$ cat config.mk
export PLATFORM = sky130hd
export DESIGN_NAME = emr_register_bank
export DESIGN_NICKNAME = d
export VERILOG_FILES = /design/src/emr_pkg.sv /design/src/emr_register_bank.sv
export SDC_FILE = /design/constraint.sdc
export NUM_CORES = 1
export LEC_CHECK = 0
export BUFFER_PORTS_ARGS = -buffer_cell sky130_fd_sc_hd__buf_2
export CAP_MARGIN = 0
export CORE_MARGIN = 2
export CORE_UTILIZATION = 30
export DETAILED_ROUTE_END_ITERATION = 10
export MAX_ROUTING_LAYER = met4
export PLACE_DENSITY = 0.46
export SKIP_CTS_REPAIR_TIMING = 1
export SLEW_MARGIN = 25
export SYNTH_ARGS = -nofsm -noshare
export SYNTH_HDL_FRONTEND = slang
export SYNTH_SLANG_ARGS = --single-unit
$ cat constraint.sdc
create_clock -name sys_clk -period 2.6 [get_ports sys_clk]
set_input_delay 0.13 -clock sys_clk [delete_from_list [all_inputs] [get_ports sys_clk]]
set_output_delay 0.13 -clock sys_clk [all_outputs]
set_load 0.01 [all_outputs]
$ cat src/emr_pkg.sv
// Address map, reset values, keys and timing constants of the energy meter register bank.
package emr_pkg;
	localparam logic [7:0] ADDR_FAST_RMS = 8'h00;
	localparam logic [7:0] ADDR_I_WAVE = 8'h01;
	localparam logic [7:0] ADDR_V_WAVE = 8'h03;
	localparam logic [7:0] ADDR_I_RMS = 8'h04;
	localparam logic [7:0] ADDR_VOLTAGE_RMS_RESULT = 8'h06;
	localparam logic [7:0] ADDR_POWER = 8'h08;
	localparam logic [7:0] ADDR_PULSE_CNT = 8'h0A;
	localparam logic [7:0] ADDR_PHASE = 8'h0C;
	localparam logic [7:0] ADDR_INT_TEMP = 8'h0E;
	localparam logic [7:0] ADDR_EXT_TEMP = 8'h0F;
	localparam logic [7:0] ADDR_FAST_CTRL = 8'h10;
	localparam logic [7:0] ADDR_DC_TRIM = 8'h11;
	localparam logic [7:0] ADDR_RMS_TRIM = 8'h13;
	localparam logic [7:0] ADDR_PWR_TRIM = 8'h15;
	localparam logic [7:0] ADDR_CREEP = 8'h17;
	localparam logic [7:0] ADDR_MODE = 8'h18;
	localparam logic [7:0] ADDR_SOFT_RST = 8'h19;
	localparam logic [7:0] ADDR_WPROT = 8'h1A;
	localparam logic [7:0] ADDR_TEMP_CTRL = 8'h1B;
	localparam logic [7:0] ADDR_TGAIN = 8'h1C;
	localparam logic [7:0] ADDR_TOFFS = 8'h1D;

	localparam logic [15:0] RST_FAST_CTRL = 16'hFFFF;
	localparam logic [7:0] RST_TRIM = 8'h00;
	localparam logic [7:0] RST_CREEP = 8'h0B;
	localparam logic [15:0] RST_MODE = 16'h0000;
	localparam logic [23:0] RST_SOFT = 24'h00_0000;
	localparam logic [7:0] RST_WPROT = 8'h00;
	localparam logic [15:0] RST_TEMP_CTRL = 16'h07FF;

	localparam logic [23:0] SOFT_RESET_KEY = 24'h5A_5A5A;
	localparam logic [7:0] WRITE_ENABLE_KEY = 8'h55;

	localparam int MODE_RMS_SEL_BIT = 8;
	localparam int FAST_HALF_BIT = 15;
	localparam int TEMP_THR_MSB = 9;

	localparam int CLK_MHZ = 200;
	localparam int FAST_FULL_US = 20000;
	localparam int FAST_HALF_US = 10000;
	localparam int ZX_DELAY_US = 571;
	localparam int RMS_SLOW_MS = 800;
	localparam int RMS_FAST_MS = 400;
	localparam int FAST_FULL_CYC = FAST_FULL_US * CLK_MHZ;
	localparam int FAST_HALF_CYC = FAST_HALF_US * CLK_MHZ;
	localparam int ZX_DELAY_CYC = ZX_DELAY_US * CLK_MHZ;
	localparam int RMS_FAST_CYC = RMS_FAST_MS * 1000 * CLK_MHZ;
	localparam int RMS_SLOW_CYC = RMS_SLOW_MS * 1000 * CLK_MHZ;
endpackage

$ cat src/emr_register_bank.sv
// Register bank of the single-phase energy meter: results, calibration and configuration.
`timescale 1ns/100ps

// Operation
// Writing the soft reset key returns all host registers to defaults.
// Host registers are writable only while the protect register holds the key; the code keeps the protect register itself writable at any time.
// Fast current RMS is a 24-bit unsigned read-only result.
// Current and voltage waveform samples are 20-bit signed read-only registers.
// Current and voltage RMS are 24-bit unsigned read-only results.
// Active power is a 24-bit signed read-only result.
// A 24-bit read-only counter counts emitted energy pulses.
// Internal and external temperatures are 10-bit unsigned read-only registers.
// Phase angle is a 16-bit read-only result.
// Fast RMS is refreshed over a full or half mains cycle window.
// Zero-cross output changes a fixed delay after the voltage zero crossing.
// No-load threshold powers up nonzero so anti-creep works unconfigured.
// Fast RMS control is host read/write, read internally, resets to all ones.
// Three 8-bit offset trims are host writable, reset to zero, used internally.
// A mode bit selects RMS refresh period of 400 ms or 800 ms.
// External temperature alarm when reading is at least the 10-bit threshold.
// Host writes to measurement result registers are ignored.
module emr_register_bank #(
	parameter int FAST_FULL_CYCLES = emr_pkg::FAST_FULL_CYC,
	parameter int FAST_HALF_CYCLES = emr_pkg::FAST_HALF_CYC,
	parameter int ZX_DELAY_CYCLES = emr_pkg::ZX_DELAY_CYC,
	parameter int RMS_FAST_CYCLES = emr_pkg::RMS_FAST_CYC,
	parameter int RMS_SLOW_CYCLES = emr_pkg::RMS_SLOW_CYC
) (
	input wire logic sys_clk,
	input wire logic rstn,
	input wire logic [7:0] host_addr,
	input wire logic [23:0] host_wdata,
	input wire logic host_wr,
	input wire logic host_rd,
	output logic [23:0] host_rdata,
	output logic host_rvalid,
	input wire logic [23:0] dsp_fast_rms,
	input wire logic [19:0] dsp_i_wave,
	input wire logic [19:0] dsp_v_wave,
	input wire logic dsp_wave_valid,
	input wire logic [23:0] dsp_i_rms,
	input wire logic [23:0] dsp_voltage_rms_result,
	input wire logic [23:0] dsp_power,
	input wire logic [15:0] dsp_phase,
	input wire logic dsp_energy_pulse,
	input wire logic [9:0] dsp_int_temp,
	input wire logic [9:0] dsp_ext_temp,
	input wire logic dsp_temp_valid,
	output logic [15:0] fast_rms_control,
	output logic [7:0] current_dc_offset_trim,
	output logic [7:0] current_rms_offset_trim,
	output logic [7:0] power_offset_trim,
	output logic [7:0] no_load_threshold,
	output logic [15:0] user_mode_select,
	output logic [15:0] temperature_control,
	output logic [7:0] ext_temp_gain_trim,
	output logic [7:0] ext_temp_offset_trim,
	output logic zero_cross_output,
	output logic energy_pulse_output,
	output logic ext_temp_alarm
);
	import emr_pkg::*;

	logic [23:0] fast_rms_r, i_rms_r, voltage_rms_result_r, power_r, pulse_cnt_r, soft_r;
	logic [19:0] i_wave_r, v_wave_r;
	logic [15:0] phase_r;
	logic [9:0] int_temp_r, ext_temp_r;
	logic [7:0] wprot_r;
	logic [31:0] fast_cnt_r, rms_cnt_r, zx_cnt_r;
	logic zx_pend_r, v_sign_r, zx_target_r;

	// Host register write decode.
	wire unlocked = (wprot_r == WRITE_ENABLE_KEY);
	wire soft_reset = host_wr && unlocked && (host_addr == ADDR_SOFT_RST)
		&& (host_wdata == SOFT_RESET_KEY);
	wire cfg_wr = host_wr && unlocked && !soft_reset;
	wire wr_wprot = host_wr && (host_addr == ADDR_WPROT);
	wire [7:0] wd8 = host_wdata[7:0];
	wire [15:0] wd16 = host_wdata[15:0];

	// Refresh windows.
	wire [31:0] fast_len = fast_rms_control[FAST_HALF_BIT] ?
		32'(FAST_HALF_CYCLES) : 32'(FAST_FULL_CYCLES);
	wire [31:0] rms_len = user_mode_select[MODE_RMS_SEL_BIT] ?
		32'(RMS_SLOW_CYCLES) : 32'(RMS_FAST_CYCLES);
	wire fast_tick = (fast_cnt_r >= fast_len - 32'd1);
	wire rms_tick = (rms_cnt_r >= rms_len - 32'd1);
	wire v_sign = dsp_v_wave[19];
	wire zx_event = dsp_wave_valid && (v_sign != v_sign_r);
	wire zx_done = zx_pend_r && (zx_cnt_r >= 32'(ZX_DELAY_CYCLES) - 32'd1);
	wire [9:0] temp_thr = temperature_control[TEMP_THR_MSB:0];

	// Waveform samples read back sign-extended to the full bus width.
	function automatic logic [23:0] sext20(input logic [19:0] s);
		return {{4{s[19]}}, s};
	endfunction

	// Read mux; unmapped addresses and result gaps read as zero.
	logic [23:0] rd_mux;
	always_comb begin
		case (host_addr)
			ADDR_FAST_RMS: rd_mux = fast_rms_r;
			ADDR_I_WAVE: rd_mux = sext20(i_wave_r);
			ADDR_V_WAVE: rd_mux = sext20(v_wave_r);
			ADDR_I_RMS: rd_mux = i_rms_r;
			ADDR_VOLTAGE_RMS_RESULT: rd_mux = voltage_rms_result_r;
			ADDR_POWER: rd_mux = power_r;
			ADDR_PULSE_CNT: rd_mux = pulse_cnt_r;
			ADDR_PHASE: rd_mux = {8'h00, phase_r};
			ADDR_INT_TEMP: rd_mux = {14'h0000, int_temp_r};
			ADDR_EXT_TEMP: rd_mux = {14'h0000, ext_temp_r};
			ADDR_FAST_CTRL: rd_mux = {8'h00, fast_rms_control};
			ADDR_DC_TRIM: rd_mux = {16'h0000, current_dc_offset_trim};
			ADDR_RMS_TRIM: rd_mux = {16'h0000, current_rms_offset_trim};
			ADDR_PWR_TRIM: rd_mux = {16'h0000, power_offset_trim};
			ADDR_CREEP: rd_mux = {16'h0000, no_load_threshold};
			ADDR_MODE: rd_mux = {8'h00, user_mode_select};
			ADDR_SOFT_RST: rd_mux = soft_r;
			ADDR_WPROT: rd_mux = {16'h0000, wprot_r};
			ADDR_TEMP_CTRL: rd_mux = {8'h00, temperature_control};
			ADDR_TGAIN: rd_mux = {16'h0000, ext_temp_gain_trim};
			ADDR_TOFFS: rd_mux = {16'h0000, ext_temp_offset_trim};
			default: rd_mux = 24'h00_0000;
		endcase
	end

	always_ff @(posedge sys_clk or negedge rstn) begin
		if (!rstn) begin
			host_rdata <= 24'h00_0000;
			host_rvalid <= 1'b0;
		end else begin
			host_rvalid <= host_rd;
			if (host_rd) begin
				host_rdata <= rd_mux;
			end
		end
	end

	// Host-operated configuration registers.
	always_ff @(posedge sys_clk or negedge rstn) begin
		if (!rstn) begin
			fast_rms_control <= RST_FAST_CTRL;
			current_dc_offset_trim <= RST_TRIM;
			current_rms_offset_trim <= RST_TRIM;
			power_offset_trim <= RST_TRIM;
			no_load_threshold <= RST_CREEP;
			user_mode_select <= RST_MODE;
			soft_r <= RST_SOFT;
			temperature_control <= RST_TEMP_CTRL;
			ext_temp_gain_trim <= RST_TRIM;
			ext_temp_offset_trim <= RST_TRIM;
		end else if (soft_reset) begin
			fast_rms_control <= RST_FAST_CTRL;
			current_dc_offset_trim <= RST_TRIM;
			current_rms_offset_trim <= RST_TRIM;
			power_offset_trim <= RST_TRIM;
			no_load_threshold <= RST_CREEP;
			user_mode_select <= RST_MODE;
			soft_r <= RST_SOFT;
			temperature_control <= RST_TEMP_CTRL;
			ext_temp_gain_trim <= RST_TRIM;
			ext_temp_offset_trim <= RST_TRIM;
		end else if (cfg_wr) begin
			case (host_addr)
				ADDR_FAST_CTRL: fast_rms_control <= wd16;
				ADDR_DC_TRIM: current_dc_offset_trim <= wd8;
				ADDR_RMS_TRIM: current_rms_offset_trim <= wd8;
				ADDR_PWR_TRIM: power_offset_trim <= wd8;
				ADDR_CREEP: no_load_threshold <= wd8;
				ADDR_MODE: user_mode_select <= wd16;
				ADDR_SOFT_RST: soft_r <= host_wdata;
				ADDR_TEMP_CTRL: temperature_control <= wd16;
				ADDR_TGAIN: ext_temp_gain_trim <= wd8;
				ADDR_TOFFS: ext_temp_offset_trim <= wd8;
				default: soft_r <= soft_r;
			endcase
		end
	end

	// The protect register stays writable so the host can unlock the bank.
	always_ff @(posedge sys_clk or negedge rstn) begin
		if (!rstn) begin
			wprot_r <= RST_WPROT;
		end else if (soft_reset) begin
			wprot_r <= RST_WPROT;
		end else if (wr_wprot) begin
			wprot_r <= wd8;
		end
	end

	// Measurement results, written only by internal logic.
	always_ff @(posedge sys_clk or negedge rstn) begin
		if (!rstn) begin
			i_wave_r <= 20'h0_0000;
			v_wave_r <= 20'h0_0000;
			int_temp_r <= 10'h000;
			ext_temp_r <= 10'h000;
			pulse_cnt_r <= 24'h00_0000;
			energy_pulse_output <= 1'b0;
		end else begin
			if (dsp_wave_valid) begin
				i_wave_r <= dsp_i_wave;
				v_wave_r <= dsp_v_wave;
			end
			if (dsp_temp_valid) begin
				int_temp_r <= dsp_int_temp;
				ext_temp_r <= dsp_ext_temp;
			end
			if (dsp_energy_pulse) begin
				pulse_cnt_r <= pulse_cnt_r + 24'h00_0001;
			end
			energy_pulse_output <= dsp_energy_pulse;
		end
	end

	// Fast RMS window and slow RMS refresh period.
	always_ff @(posedge sys_clk or negedge rstn) begin
		if (!rstn) begin
			fast_cnt_r <= 32'h0000_0000;
			rms_cnt_r <= 32'h0000_0000;
			fast_rms_r <= 24'h00_0000;
			i_rms_r <= 24'h00_0000;
			voltage_rms_result_r <= 24'h00_0000;
			power_r <= 24'h00_0000;
			phase_r <= 16'h0000;
		end else begin
			fast_cnt_r <= fast_tick ? 32'h0000_0000 : fast_cnt_r + 32'd1;
			rms_cnt_r <= rms_tick ? 32'h0000_0000 : rms_cnt_r + 32'd1;
			if (fast_tick) begin
				fast_rms_r <= dsp_fast_rms;
			end
			if (rms_tick) begin
				i_rms_r <= dsp_i_rms;
				voltage_rms_result_r <= dsp_voltage_rms_result;
				power_r <= dsp_power;
				phase_r <= dsp_phase;
			end
		end
	end

	// Zero crossing: a sign change of the voltage sample starts the delay.
	always_ff @(posedge sys_clk or negedge rstn) begin
		if (!rstn) begin
			v_sign_r <= 1'b0;
			zx_pend_r <= 1'b0;
			zx_target_r <= 1'b0;
			zx_cnt_r <= 32'h0000_0000;
			zero_cross_output <= 1'b0;
		end else begin
			if (dsp_wave_valid) begin
				v_sign_r <= v_sign;
			end
			if (zx_event) begin
				zx_pend_r <= 1'b1;
				zx_target_r <= ~v_sign;
				zx_cnt_r <= 32'h0000_0000;
			end else if (zx_done) begin
				zx_pend_r <= 1'b0;
				zero_cross_output <= zx_target_r;
			end else if (zx_pend_r) begin
				zx_cnt_r <= zx_cnt_r + 32'd1;
			end
		end
	end

	always_ff @(posedge sys_clk or negedge rstn) begin
		if (!rstn) begin
			ext_temp_alarm <= 1'b0;
		end else begin
			ext_temp_alarm <= (ext_temp_r >= temp_thr);
		end
	end
endmodule

Word level (Yosys, flattened, before mapping)
Index checks and enable logic that the tools add are counted.
{"block": "classes", "reduce_logical": 35, "muxes": 42, "n_lt_le_gt_ge": 4, "addsub": 6, "bitwise_logic": 2, "eq_ne": 24}
{"op": "24-bit case mux with 21 select lines", "n": 1}
{"op": "32-bit 2-to-1 mux", "n": 5}
{"op": "8-bit 2-to-1 mux", "n": 20}
{"op": "16-bit 2-to-1 mux", "n": 9}
{"op": "32-bit by 1-bit adder with 32-bit output (second input constant)", "n": 3}
{"op": "8-bit by 5-bit equality test with 1-bit output (second input constant)", "n": 11}
{"op": "24-bit 2-to-1 mux", "n": 3}
{"op": "32-bit >= comparator", "n": 2}
{"op": "8-bit by 4-bit equality test with 1-bit output (second input constant)", "n": 5}
{"op": "32-bit by 17-bit >= comparator with 1-bit output (second input constant)", "n": 1}
{"op": "28-bit by 1-bit subtractor with 29-bit output (second input constant)", "n": 1}
{"op": "28-bit 2-to-1 mux", "n": 1}
{"op": "2-bit nonzero test", "n": 14}
{"op": "24-bit by 1-bit adder with 24-bit output (second input constant)", "n": 1}
{"op": "24-bit by 23-bit equality test with 1-bit output (second input constant)", "n": 1}
{"op": "2-bit AND reduction", "n": 12}
{"op": "22-bit by 1-bit subtractor with 23-bit output (second input constant)", "n": 1}
{"op": "22-bit 2-to-1 mux", "n": 1}
{"op": "8-bit by 3-bit equality test with 1-bit output (second input constant)", "n": 2}
{"op": "10-bit >= comparator", "n": 1}
{"op": "8-bit by 1-bit equality test with 1-bit output (second input constant)", "n": 1}
{"op": "8-bit by 2-bit equality test with 1-bit output (second input constant)", "n": 1}
{"op": "8-bit by 7-bit equality test with 1-bit output (second input constant)", "n": 1}
{"op": "8-bit zero test", "n": 1}
{"op": "other kinds (6)", "n": 14}
{"block": "totals", "elab_cells": 145, "regBits": 451, "inputBits": 211, "out_inout_bits": 124}

Depth between registers and ports, before layout
Gate-level depths: netlist (run 1).
{"block": "logic_depth", "ltp_word": 8, "mapped_depth": 11, "ltp_nobuf": 7}

Least setup slack after synthesis (run 1)
No wires, ideal clock.
{"block": "synth_timing", "kind": "flip-flop to flip-flop", "start": "register user_mode_select[8]", "end": "register rms_cnt_r[24]", "t_arrival_ns": 2.493, "n_path_buf": 4, "setup_ns": 0.071, "required_time_ns": 2.529, "setup_slack_ns": 0.035, "synth_period_minus_slack_ns": 2.565, "stages_incl_launch_ff": 12, "path_cell_list": "dfrtp_1 inv_1 ha_1 a31oi_1 o221ai_1 or3b_1 a21o_1 buf_2 buf_2 buf_2 buf_2 nor2_1"}
{"block": "synth_via", "elab_chain_cells": 4}
{"element": "start, declared", "line_no": "emr_register_bank.sv:54", "rtl": "output logic [15:0] user_mode_select,"}
{"element": "start signal, assigned", "line_no": "emr_register_bank.sv:170", "rtl": "ADDR_MODE: user_mode_select <= wd16;"}
{"element": "28-bit 2-to-1 mux", "line_no": "emr_register_bank.sv:84", "rtl": "wire [31:0] rms_len = user_mode_select[MODE_RMS_SEL_BIT] ?"}
{"element": "28-bit by 1-bit subtractor with 29-bit output", "line_no": "emr_register_bank.sv:87", "rtl": "wire rms_tick = (rms_cnt_r >= rms_len - 32'd1);"}
{"element": "32-bit >= comparator", "line_no": "emr_register_bank.sv:87"}
{"element": "32-bit 2-to-1 mux", "line_no": "emr_register_bank.sv:228", "rtl": "rms_cnt_r <= rms_tick ? 32'h0000_0000 : rms_cnt_r + 32'd1;"}
{"element": "end signal, assigned", "line_no": "emr_register_bank.sv:228"}
{"element": "end, declared", "line_no": "emr_register_bank.sv:69", "rtl": "logic [31:0] fast_cnt_r, rms_cnt_r, zx_cnt_r;"}
Every way passes these cells.
A chain may end at the register's enable or synchronous reset.

Worst setup path in the final report (run 1)
{"block": "layout_timing", "start": "register user_mode_select[8]", "end": "register phase_r[13]"}
{"block": "layout_via", "elab_chain_cells": 3}
{"element": "28-bit 2-to-1 mux", "line_no": "emr_register_bank.sv:84"}
{"element": "28-bit by 1-bit subtractor with 29-bit output", "line_no": "emr_register_bank.sv:87"}
{"element": "32-bit >= comparator", "line_no": "emr_register_bank.sv:87"}
{"element": "end signal, assigned", "line_no": "emr_register_bank.sv:236", "rtl": "phase_r <= dsp_phase;"}
{"element": "end, declared", "line_no": "emr_register_bank.sv:66", "rtl": "logic [15:0] phase_r;"}
Every way passes these cells.

==> results.toml, run 1 <==
[drt]
vias_per_cell = 5.293
ant_nets = 0
wl_mm = 93.61
vias = 18863
wl_per_cell_um = 26.27
drt-initial-drc-count = 1524
drc = 0
firstDrtPassIters = 5

[power_and_ir_drop]
switching_share_pct = 25.34
vdd_ir_drop_max_mv = 0.4525
pwr-share-comb_pct = 10.0
internal_power_mw = 12.71
power_switching_mw = 4.314
leakage_nw = 13.13
cellPowerDensity_mw_per_mm2 = 579.6
pwr-share-clk_pct = 45.1
power_frac_seq_pct = 44.9
total_power_mw = 17.02

[placement]
io_buffers = 334
dp_hpwl_mm = 68.37
place_ws_ps = 47.61
place_area_mm2 = 0.02535
routabilityCongestion = 0.9452

[sta]
hold_viol = 1
fin_skew_ps = 30.82
layout_setup_ws_ps = 57.15
clock.fmax_mhz = 393.3
whs_ps = -2.135
setup_viol = 0
relSlewSlack_pct = 43.35
worst_pin_slew_ps = 847.5
finalCritPeriodShare_pct = 97.80
min_period_ps = 2543
slew_viol_final = 0

[cts]
clockBufferDepth = 3
clkTransAtPathRegs_ps = 60
cts-buffers-inserted = 53
numClockSinks = 450
cts_root_buf = "clkbuf_16"
clk_latency_ps = 620
cts_tree = "built"
cts_max_level = 2

[logic_synthesis]
synth_edf_count = 0
synth_area_leader_cell = "dfrtp_1"
synth-seq-area-share_pct = 52.09
synth_seq_cells = 450
synth-async-reset-ratio_pct = 100.0
synth_area_leaders = "dfrtp_1 (48%), mux2_2 (12%), dfstp_2 (3.6%), nand2_1 (2.9%), nor2_1 (2.3%)"
synth_commonest_cells = "dfrtp_1 (420), mux2_2 (223), nand2_1 (170)"
yosysUniqueCellTypes = 85
synth_area_mm2 = 0.02169
syn_inst = 1955
synth.avg_cell_area_um2 = 11.09
synth.most_common_cell = "dfrtp_1"
yosysWarnings = 0
synth_top_area_share_pct = 48.46
ys.flop_type = "dfrtp_1"

[floorplan]
die_h_um = 272.9
num_rows = 98
die_w_um = 272.9
dieArea_mm2 = 0.07446
io_pins = 335
start_util_pct = 30.34
core_area_mm2 = 0.07149

[flow_run]
max-cap-violations = 0

[worst_setup_path]
cp.required_ps = 3090
crit_arrival_ps = 3040
cp_slowest_cell = "or3b_4"
max_stage_delay_ps = 460
cp_max_fo = 10
crit_chain = "buf_6 > ha_1 > nand4_1 > o221ai_1 > or3b_4 > a21o_4 > clkbuf_16 > mux2_2"
rr_worst_depth = 8
worstSetupPathType = "reg -> reg"
critPathLaunchType = "register"
end_kind = "register"

[finish]
multi_input_area_mm2 = 0.009827
fillers = 6922
areaGrowthSynthToFinish_pct = 35.44
final_core_util_pct = 41.09
stdcell_area_mm2 = 0.02938
nNetsFinal = 2816
drive_above_1_share_pct = 33.31
ff_latch_area_mm2 = 0.01130

[grt]
grt_pass1_wl_mm = 130.5
grt_max_degree = 98
grt_pass1_vias = 18397
grt.total_usage_pct = 24.70
grt.overflow.total = 0
antenna_found_initial = 2

[hold_path]
hold_depth = 4
hold_class = "in -> reg"

[run_status]
status = "finished with violations"
violations = "hold timing"
[power by group through the flow]
| stage | sequential, mW | combinational, mW | clock, mW |
|---|---|---|---|
| after floorplan | 7.61 | 0.684 | 0 |
| after global placement | 7.76 | 1.42 | 0 |
| after detailed placement | 7.76 | 1.44 | 0 |
| after CTS | 7.64 | 1.44 | 7.85 |
| after global routing | 7.68 | 1.83 | 8.15 |
| final | 7.64 | 1.70 | 7.68 |
[cell families after synthesis]
family / synth area share [%]
xor gates and xnor gates: 2.948
DFF: 52.09
AOI/OAI and AO/OA: 10.62
other: 0.01729
muxes: 13.87
adders and majority gates: 1.846
and+or+nand+nor: 15.18
buffers and inverters: 3.415
[sequential cells by signal, summed over array words and instances (netlist names), 10 cells and up]
register and count:
ext_temp_r 10, fast_cnt_r 32, fast_rms_control 16, fast_rms_r 24, host_rdata 24, i_rms_r 24
i_wave_r 20, int_temp_r 10, phase_r 16, power_r 24, pulse_cnt_r 24, rms_cnt_r 32
soft_r 24, temperature_control 16, user_mode_select 16, v_wave_r 20, voltage_rms_result_r 24, zx_cnt_r 32
[cell usage in the layout (no fill, tap or decap), drive strengths merged, types with 11 or more instances in the layout]
master       count
buf            478
dfrtp          420
mux2           223
dlygate4sd3    197
nand2          171
nor2           140
nand3           82
clkbuf          77
a21oi           67
nand4           49
xnor2           45
mux2i           43
o21ai           43
a22oi           42
inv             42
nor3            39
ha              32
dfstp           30
and3            28
xor2            28
nor4            24
and2            23
a31oi           21
o31ai           18
a221oi          15
clkinv          15
and4            14
o211ai          14
or4             13
conb            12
a22o            11
[through the flow]
stage	cells	setup TNS, ps
2_1_floorplan	1966	0
3_3_place_gp	3251	0
3_5_place_dp	3251	0
4_1_cts	3345	0
5_1_grt	3563	-37.10
6_report	3564	0
[per-layer routing]
| metal | wire [um] | global-route usage, % | vias to the layer above |
|---|---|---|---|
| li1 | - | - | 8379 |
| met1 | 41240 | 33.15 | 9722 |
| met5 | 0 | - | - |
| met3 | 5435 | 4.191 | 120 |
| met2 | 44360 | 38.66 | 642 |
| met4 | 2577 | 6.405 | 0 |
[final timing paths]
kind / startpoint / slack [ps] / endpoint
max in group asynchronous: rstn / 1580 / fast_rms_r[18]$_DFFE_PN0N_
hold / removal: host_wdata[4] / -2 / temperature_control[4]$_DFFE_PN1P_
hold reg to reg: fast_cnt_r[0]$_DFF_PN0_ / 460 / fast_cnt_r[0]$_DFF_PN0_
setup / recovery: user_mode_select[8]$_DFFE_PN0P_ / 60 / phase_r[13]$_DFFE_PN0N_
min in group asynchronous: rstn / 90 / zx_cnt_r[27]$_DFFE_PN0P_
setup reg to reg: user_mode_select[8]$_DFFE_PN0P_ / 60 / phase_r[13]$_DFFE_PN0N_
[final cells by class]
| class | count | share of cell area (%) |
|---|---|---|
| Sequential cell | 450 | 38.46 |
| Tap cell | 950 | 4.046 |
| Inverter | 43 | 0.5495 |
| Multi-Input combinational cell | 1347 | 33.45 |
| Clock buffer | 74 | 5.094 |
| Timing Repair Buffer | 678 | 17.49 |
| Antenna cell | 2 | 0.01704 |
| Clock inverter | 20 | 0.8902 |
[critical path, delay by kind of cell, from the launching register on]
family,cells,cell delay (ps)
flops,1,420
mux,1,270
compound gates,2,460
fa+ha+maj,1,290
buf+inv,2,380
simple gates,2,580
Power figures use the tool's default switching activity.
==> inputs of run 2 (changes only) <==
- ABC_AREA: not set -> 1
==> run 2 against run 1 <==
  * The run still ends with hold timing left
  * Core utilization shrank 1.5 points
  * Fmax grew 4.5%
  * Clock-buffer cell count up 15
  * Register-to-register slack improved by 110 ps
  * Worst setup slack improved by 110 ps
  * Synthesized cell count increased by 50%
  * Design area increased by 2.3%
  * Sequential share of layout area down 0.86 points
  * Area after synthesis increased by 5.9%
  * Flip-flop and latch count did not move
  * Largest cell class unchanged
  * Highest routed layer unchanged
==> results.toml, run 2 <==
[grt]
use_met2_pct = 34.34
grt_pass1_wl_mm = 134.6
antenna_found_initial = 5
grtUsageMet1_pct = 34.58
grt_pass1_vias = 20482
grt.total_usage_pct = 23.46
grt.overflow.total = 0
grt_use_met3_pct = 2.685
top_usage_layer = "met1"
grt_max_degree = 89

[hold_path]
hp-start = "dsp_temp_valid"
hold_class = "in -> reg"

[drt]
wl_mm = 92.41
ant_nets = 0
drc = 0
vias_per_cell = 4.838
vias = 21796
wl_per_cell_um = 20.51
drt-initial-drc-count = 1750
firstDrtPassIters = 5

[logic_synthesis]
synth.avg_cell_area_um2 = 7.820
synth_area_mm2 = 0.02298
synth-seq-area-share_pct = 49.17
synth_area_leaders = "dfrtp_1 (46%), nand2_1 (16%), nand3_1 (8.6%), nor2_1 (4.3%), dfstp_2 (3.4%)"
synth_commonest_cells = "nand2_1 (986), dfrtp_1 (420), nand3_1 (394)"
syn_inst = 2938
synth_edf_count = 0
synth-async-reset-ratio_pct = 100.0
ys.flop_type = "dfrtp_1"
synth_seq_cells = 450
synth_area_leader_cell = "dfrtp_1"
yosysWarnings = 0
yosysUniqueCellTypes = 45
synth.most_common_cell = "nand2_1"
synth_top_area_share_pct = 45.74

[worst_setup_path]
max_stage_delay_ps = 440
cp_num_buf_inv = 2
cp.required_ps = 3080
worstSetupPathType = "reg -> reg"
r2r-start = "user_mode_select[8]$_DFFE_PN0P_"
crit_chain = "inv_1 > ha_1 > nand4_1 > nor4_1 > nand2_4 > nand3_4 > buf_4 > nor2_1"
critPathLaunchType = "register"
path_delay_family = "simple AND/OR/NAND/NOR gates"
cp_max_fo = 25
cp_slowest_cell = "nor4_1"
crit_arrival_ps = 2910
critPathLaunch = "user_mode_select[8]$_DFFE_PN0P_"
end_kind = "register"

[cts]
clk_latency_ps = 630
clkTransAtPathRegs_ps = 60
numClockSinks = 450
cts-buffers-inserted = 55
cts_root_buf = "clkbuf_16"
cts_tree = "built"
cts_max_level = 2
clockBufferDepth = 3

[sta]
finalCritPeriodShare_pct = 93.61
whs_ps = -20.54
layout_setup_ws_ps = 166.1
fin_skew_ps = 29.94
finalSetupTns_ps = 0
min_period_ps = 2434
worst_pin_slew_ps = 920.0
relSlewSlack_pct = 38.02
slew_viol_final = 0
rsz0062_at_grt = "false"
hold_viol = 1
clock.fmax_mhz = 410.9
setup_viol = 0

[power_and_ir_drop]
internal_power_mw = 12.96
switching_share_pct = 25.49
power_switching_mw = 4.436
power_frac_seq_pct = 43.7
pwr-share-clk_pct = 47.6
pwr-share-comb_pct = 8.7
leakage_nw = 15.65
cellPowerDensity_mw_per_mm2 = 579.0
vdd_ir_drop_max_mv = 0.5875
total_power_mw = 17.40

[placement]
place_area_mm2 = 0.02612
io_buffers = 334
dp_hpwl_mm = 67.91
routabilityCongestion = 0.8912
place_ws_ps = 149.9

[finish]
top_regs = "fast_cnt_r (32), rms_cnt_r (32), zx_cnt_r (32)"
areaGrowthSynthToFinish_pct = 30.80
fillers = 7938
final_common_cell = "nand2_1"
nNetsFinal = 3722
drive_above_1_share_pct = 17.25
stdcell_area_mm2 = 0.03005
mostFrequentLayoutCells = "nand2_1 (983), dfrtp_1 (420), nand3_1 (394)"

[flow_run]
max-cap-violations = 0

[floorplan]
dieArea_mm2 = 0.07881
die_w_um = 280.7
num_rows = 101
start_util_pct = 30.30
io_pins = 335
core_area_mm2 = 0.07582
die_h_um = 280.7

[run_status]
status = "finished with violations"
violations = "hold timing"
[run 2: cell types whose count changed in the layout (fill, tap and decap cells not counted), sizes merged, moves of 23 or more]
| cell | before | now |
|---|---|---|
| nor2 | 140 | 277 |
| a22oi | 42 | 1 |
| xor2 | 28 | 53 |
| nand4 | 49 | 122 |
| nand2 | 171 | 996 |
| a21oi | 67 | 11 |
| o21ai | 43 | 100 |
| buf | 478 | 416 |
| mux2i | 43 | 0 |
| nand3 | 82 | 399 |
| mux2 | 223 | 18 |
| inv | 42 | 215 |
| xnor2 | 45 | 22 |
| and3 | 28 | 2 |
[run 2: stage by stage]
stage	hold slack, ps	std cells	util (%)
after floorplan	-165.6	2949	-
after global placement	174.1	4202	34.45
after detailed placement	184.8	4202	34.45
after CTS	-488.2	4305	37.01
after global routing	9.553	4505	39.63
final	-20.54	4505	39.63
[run 2: path summary, 6_finish.rpt]
path | to | slack, ps | cells past startpoint
min | ext_temp_r[0]$_DFFE_PN0P_ | -20 | 3
max reg2reg | rms_cnt_r[21]$_DFF_PN0_ | 170 | 8
max | rms_cnt_r[21]$_DFF_PN0_ | 170 | 8
max in group asynchronous | voltage_rms_result_r[2]$_DFFE_PN0N_ | 1610 | 3
min reg2reg | fast_cnt_r[0]$_DFF_PN0_ | 460 | 1
min in group asynchronous | ext_temp_offset_trim[2]$_DFFE_PN0P_ | 90 | 2
[run 2: kinds of logic after synthesis]
kind of cell | after synthesis | share of synthesized area [%]
DFF | 450 | 49.17
and+or+nand+nor | 1870 | 35.50
muxes | 18 | 0.8822
xor gates and xnor gates | 75 | 2.859
other | 1 | 0.01632
adders and majority gates | 32 | 1.743
AOI/OAI and AO/OA | 137 | 3.213
buffers and inverters | 355 | 6.617
[run 2: worst reg2reg max path: cells and delay by family (launching register included)]
family        cells  cell delay (ps)
buf+inv           2              480
flops             1              390
simple gates      5              990
fa+ha+maj         1              420
[run 2: per-layer routing]
| metal | vias up | part of all wire (%) |
|---|---|---|
| li1 | 10613 | - |
| met5 | - | 0 |
| met4 | 0 | 2.0 |
| met2 | 619 | 44 |
| met3 | 89 | 5.0 |
| met1 | 10475 | 49 |
[run 2: power groups by stage]
stage | Sequential, mW | Combinational [mW] | Clock, mW
floorplan | 7.64 | 0.599 | 0
global placement | 7.72 | 1.28 | 0
detailed placement | 7.72 | 1.28 | 0
CTS | 7.60 | 1.29 | 8.45
global route | 7.64 | 1.68 | 8.73
finish | 7.61 | 1.51 | 8.29
[run 2: area by class of cell]
type | instances | area (um^2) | share of cell area, %
Inverter | 214 | 803.3 | 2.673
Clock inverter | 14 | 187.7 | 0.6245
Timing Repair Buffer | 614 | 4517 | 15.03
Sequential cell | 450 | 11300 | 37.60
Clock buffer | 89 | 1757 | 5.846
Multi-Input combinational cell | 2144 | 10260 | 34.14
Antenna cell | 2 | 5.005 | 0.01665
Tap cell | 978 | 1224 | 4.072
==> inputs of run 3 (changes only) <==
- CELL_PAD_IN_SITES_DETAIL_PLACEMENT: not set -> 0
- CELL_PAD_IN_SITES_GLOBAL_PLACEMENT: not set -> 1
- CORE_ASPECT_RATIO: not set -> 0.75
- CORE_UTILIZATION: 30 -> 38
- PLACE_DENSITY: 0.46 -> 0.73
==> run 3 against run 2 <==
  * The run now ends clean
  * Sequential share of layout area increased by 0.64 points
  * Critical path type unchanged
  * Sequential power about the same
  * Via count increased by 3.9%
  * Fmax increased by 2.8%
  * Combinational power about the same
  * Largest power group is now registers
  * Total power decreased by 4.3%
  * Critical endpoint is now power_r[7]$_DFFE_PN0N_
  * Register-to-register slack improved by 70 ps
  * Clock-buffer cell count decreased by 21
==> results.toml, run 3 (synthesis gave the netlist of run 2 again) <==
[grt]
grt.overflow.total = 0
grt.total_usage_pct = 28.74
grt_max_degree = 89
grt_pass1_wl_mm = 131.7
grt_pass1_vias = 20729
antenna_found_initial = 10

[floorplan]
io_pins = 335
num_rows = 78
die_w_um = 287.9
core_area_mm2 = 0.06012
dieArea_mm2 = 0.06247
start_util_pct = 38.22
die_h_um = 217.0

[drt]
ant_nets = 0
wl_per_cell_um = 20.94
drc = 0
vias = 22650
wl_mm = 90.53
firstDrtPassIters = 6
drt-initial-drc-count = 2376
vias_per_cell = 5.239

[sta]
setup_viol = 0
rsz0062_at_grt = "false"
min_period_ps = 2366
finalCritPeriodShare_pct = 91.02
worst_pin_slew_ps = 859.9
clock.fmax_mhz = 422.6
relSlewSlack_pct = 42.46
fin_skew_ps = 25.02
finalSetupTns_ps = 0
slew_viol_final = 0
hold_viol = 0

[power_and_ir_drop]
switching_share_pct = 25.76
power_switching_mw = 4.287
leakage_nw = 15.49
internal_power_mw = 12.36
pwr-share-clk_pct = 45.3
cellPowerDensity_mw_per_mm2 = 563.4
pwr-share-comb_pct = 9.0
power_frac_seq_pct = 45.7
vdd_ir_drop_max_mv = 0.3903

[cts]
cts_root_buf = "clkbuf_16"
clockBufferDepth = 3
numClockSinks = 450
cts_max_level = 2
clkTransAtPathRegs_ps = 60
cts_tree = "built"
clk_latency_ps = 620
cts-buffers-inserted = 51

[worst_setup_path]
cp.required_ps = 3100
cp_max_fo = 26
worstSetupPathType = "reg -> reg"
crit_arrival_ps = 2860
end_kind = "register"
critPathLaunchType = "register"

[placement]
routabilityCongestion = 0.9211
io_buffers = 334
dp_hpwl_mm = 65.68

[finish]
nNetsFinal = 3717
final_core_util_pct = 49.14
drive_above_1_share_pct = 16.85
areaGrowthSynthToFinish_pct = 28.59
mostFrequentLayoutCells = "nand2_1 (984), dfrtp_1 (420), nand3_1 (394)"
top_regs = "fast_cnt_r (32), rms_cnt_r (32), zx_cnt_r (32)"
final_common_cell = "nand2_1"

[hold_path]
hold_class = "in -> reg"

[flow_run]
max-cap-violations = 0

[run_status]
status = "complete, no violations"
[run 3: worst max-delay path, cell delays in order (launching register included)]
cell and delay (ps):
dfrtp_1 370, inv_1 190, ha_1 330, nand2_1 100
nor2_1 50, nor3_1 130, a21boi_4 260, nand3_4 370
buf_4 320, nand2_1 80, nand2_1 60
[run 3: per-layer routing]
metal  vias to the layer above  GRT usage, %  wire, um
met5                         -             -         0
met4                         0         5.924      1846
met3                       118         5.839      8200
met2                       927         40.06     39040
met1                     11000         42.88     41450
li1                      10605             -         -
[run 3: per-stage QoR]
step	hold slack [ps]	worst slack [ps]	power (mW)	instances	area [um^2]
after global placement	179.1	275.5	8.936	4023	25850
after detailed placement	181.0	264.3	8.970	4023	25850
final	5.084	233.5	16.65	4323	29540
after global routing	7.615	84.60	17.25	4322	29540
after CTS	-459.6	262.2	16.49	4116	27540
after floorplan	-165.6	390.1	8.241	2949	23020
[run 3: final timing paths]
path                                                 startpoint                                     to  slack [ps]  cells after the start
worst max-delay path            user_mode_select[8]$_DFFE_PN0P_                 power_r[7]$_DFFE_PN0N_         230                     10
worst min-delay path                              host_wdata[3]  current_dc_offset_trim[3]$_DFFE_PN0P_           5                      4
worst max register to register  user_mode_select[8]$_DFFE_PN0P_                 power_r[7]$_DFFE_PN0N_         230                     10
worst min register to register         i_wave_r[10]$_DFFE_PN0P_               i_wave_r[10]$_DFFE_PN0P_         470                      2
max in group asynchronous                                  rstn       fast_rms_control[14]$_DFFE_PN1P_        1630                      3
min in group asynchronous                                  rstn               zx_cnt_r[21]$_DFFE_PN0P_         140                      2
[run 3: power groups by stage]
stage / Sequential (mW) / Combinational [mW] / Clock (mW)
floorplan: 7.64 / 0.599 / 0
global placement: 7.71 / 1.22 / 0
detailed placement: 7.72 / 1.25 / 0
CTS: 7.60 / 1.26 / 7.63
global route: 7.64 / 1.66 / 7.95
finish: 7.61 / 1.49 / 7.54
[run 3: final cells by class]
cell class              count  area (um^2)
clock inverters            25        315.3
repair buffers            613         4484
fillers                  5920        30570
clock buffers              68         1370
well taps                 800         1001
diodes                      9        22.52
flip-flops and latches    450        11300
inverters                 214        803.3
multi-input cells        2144        10250
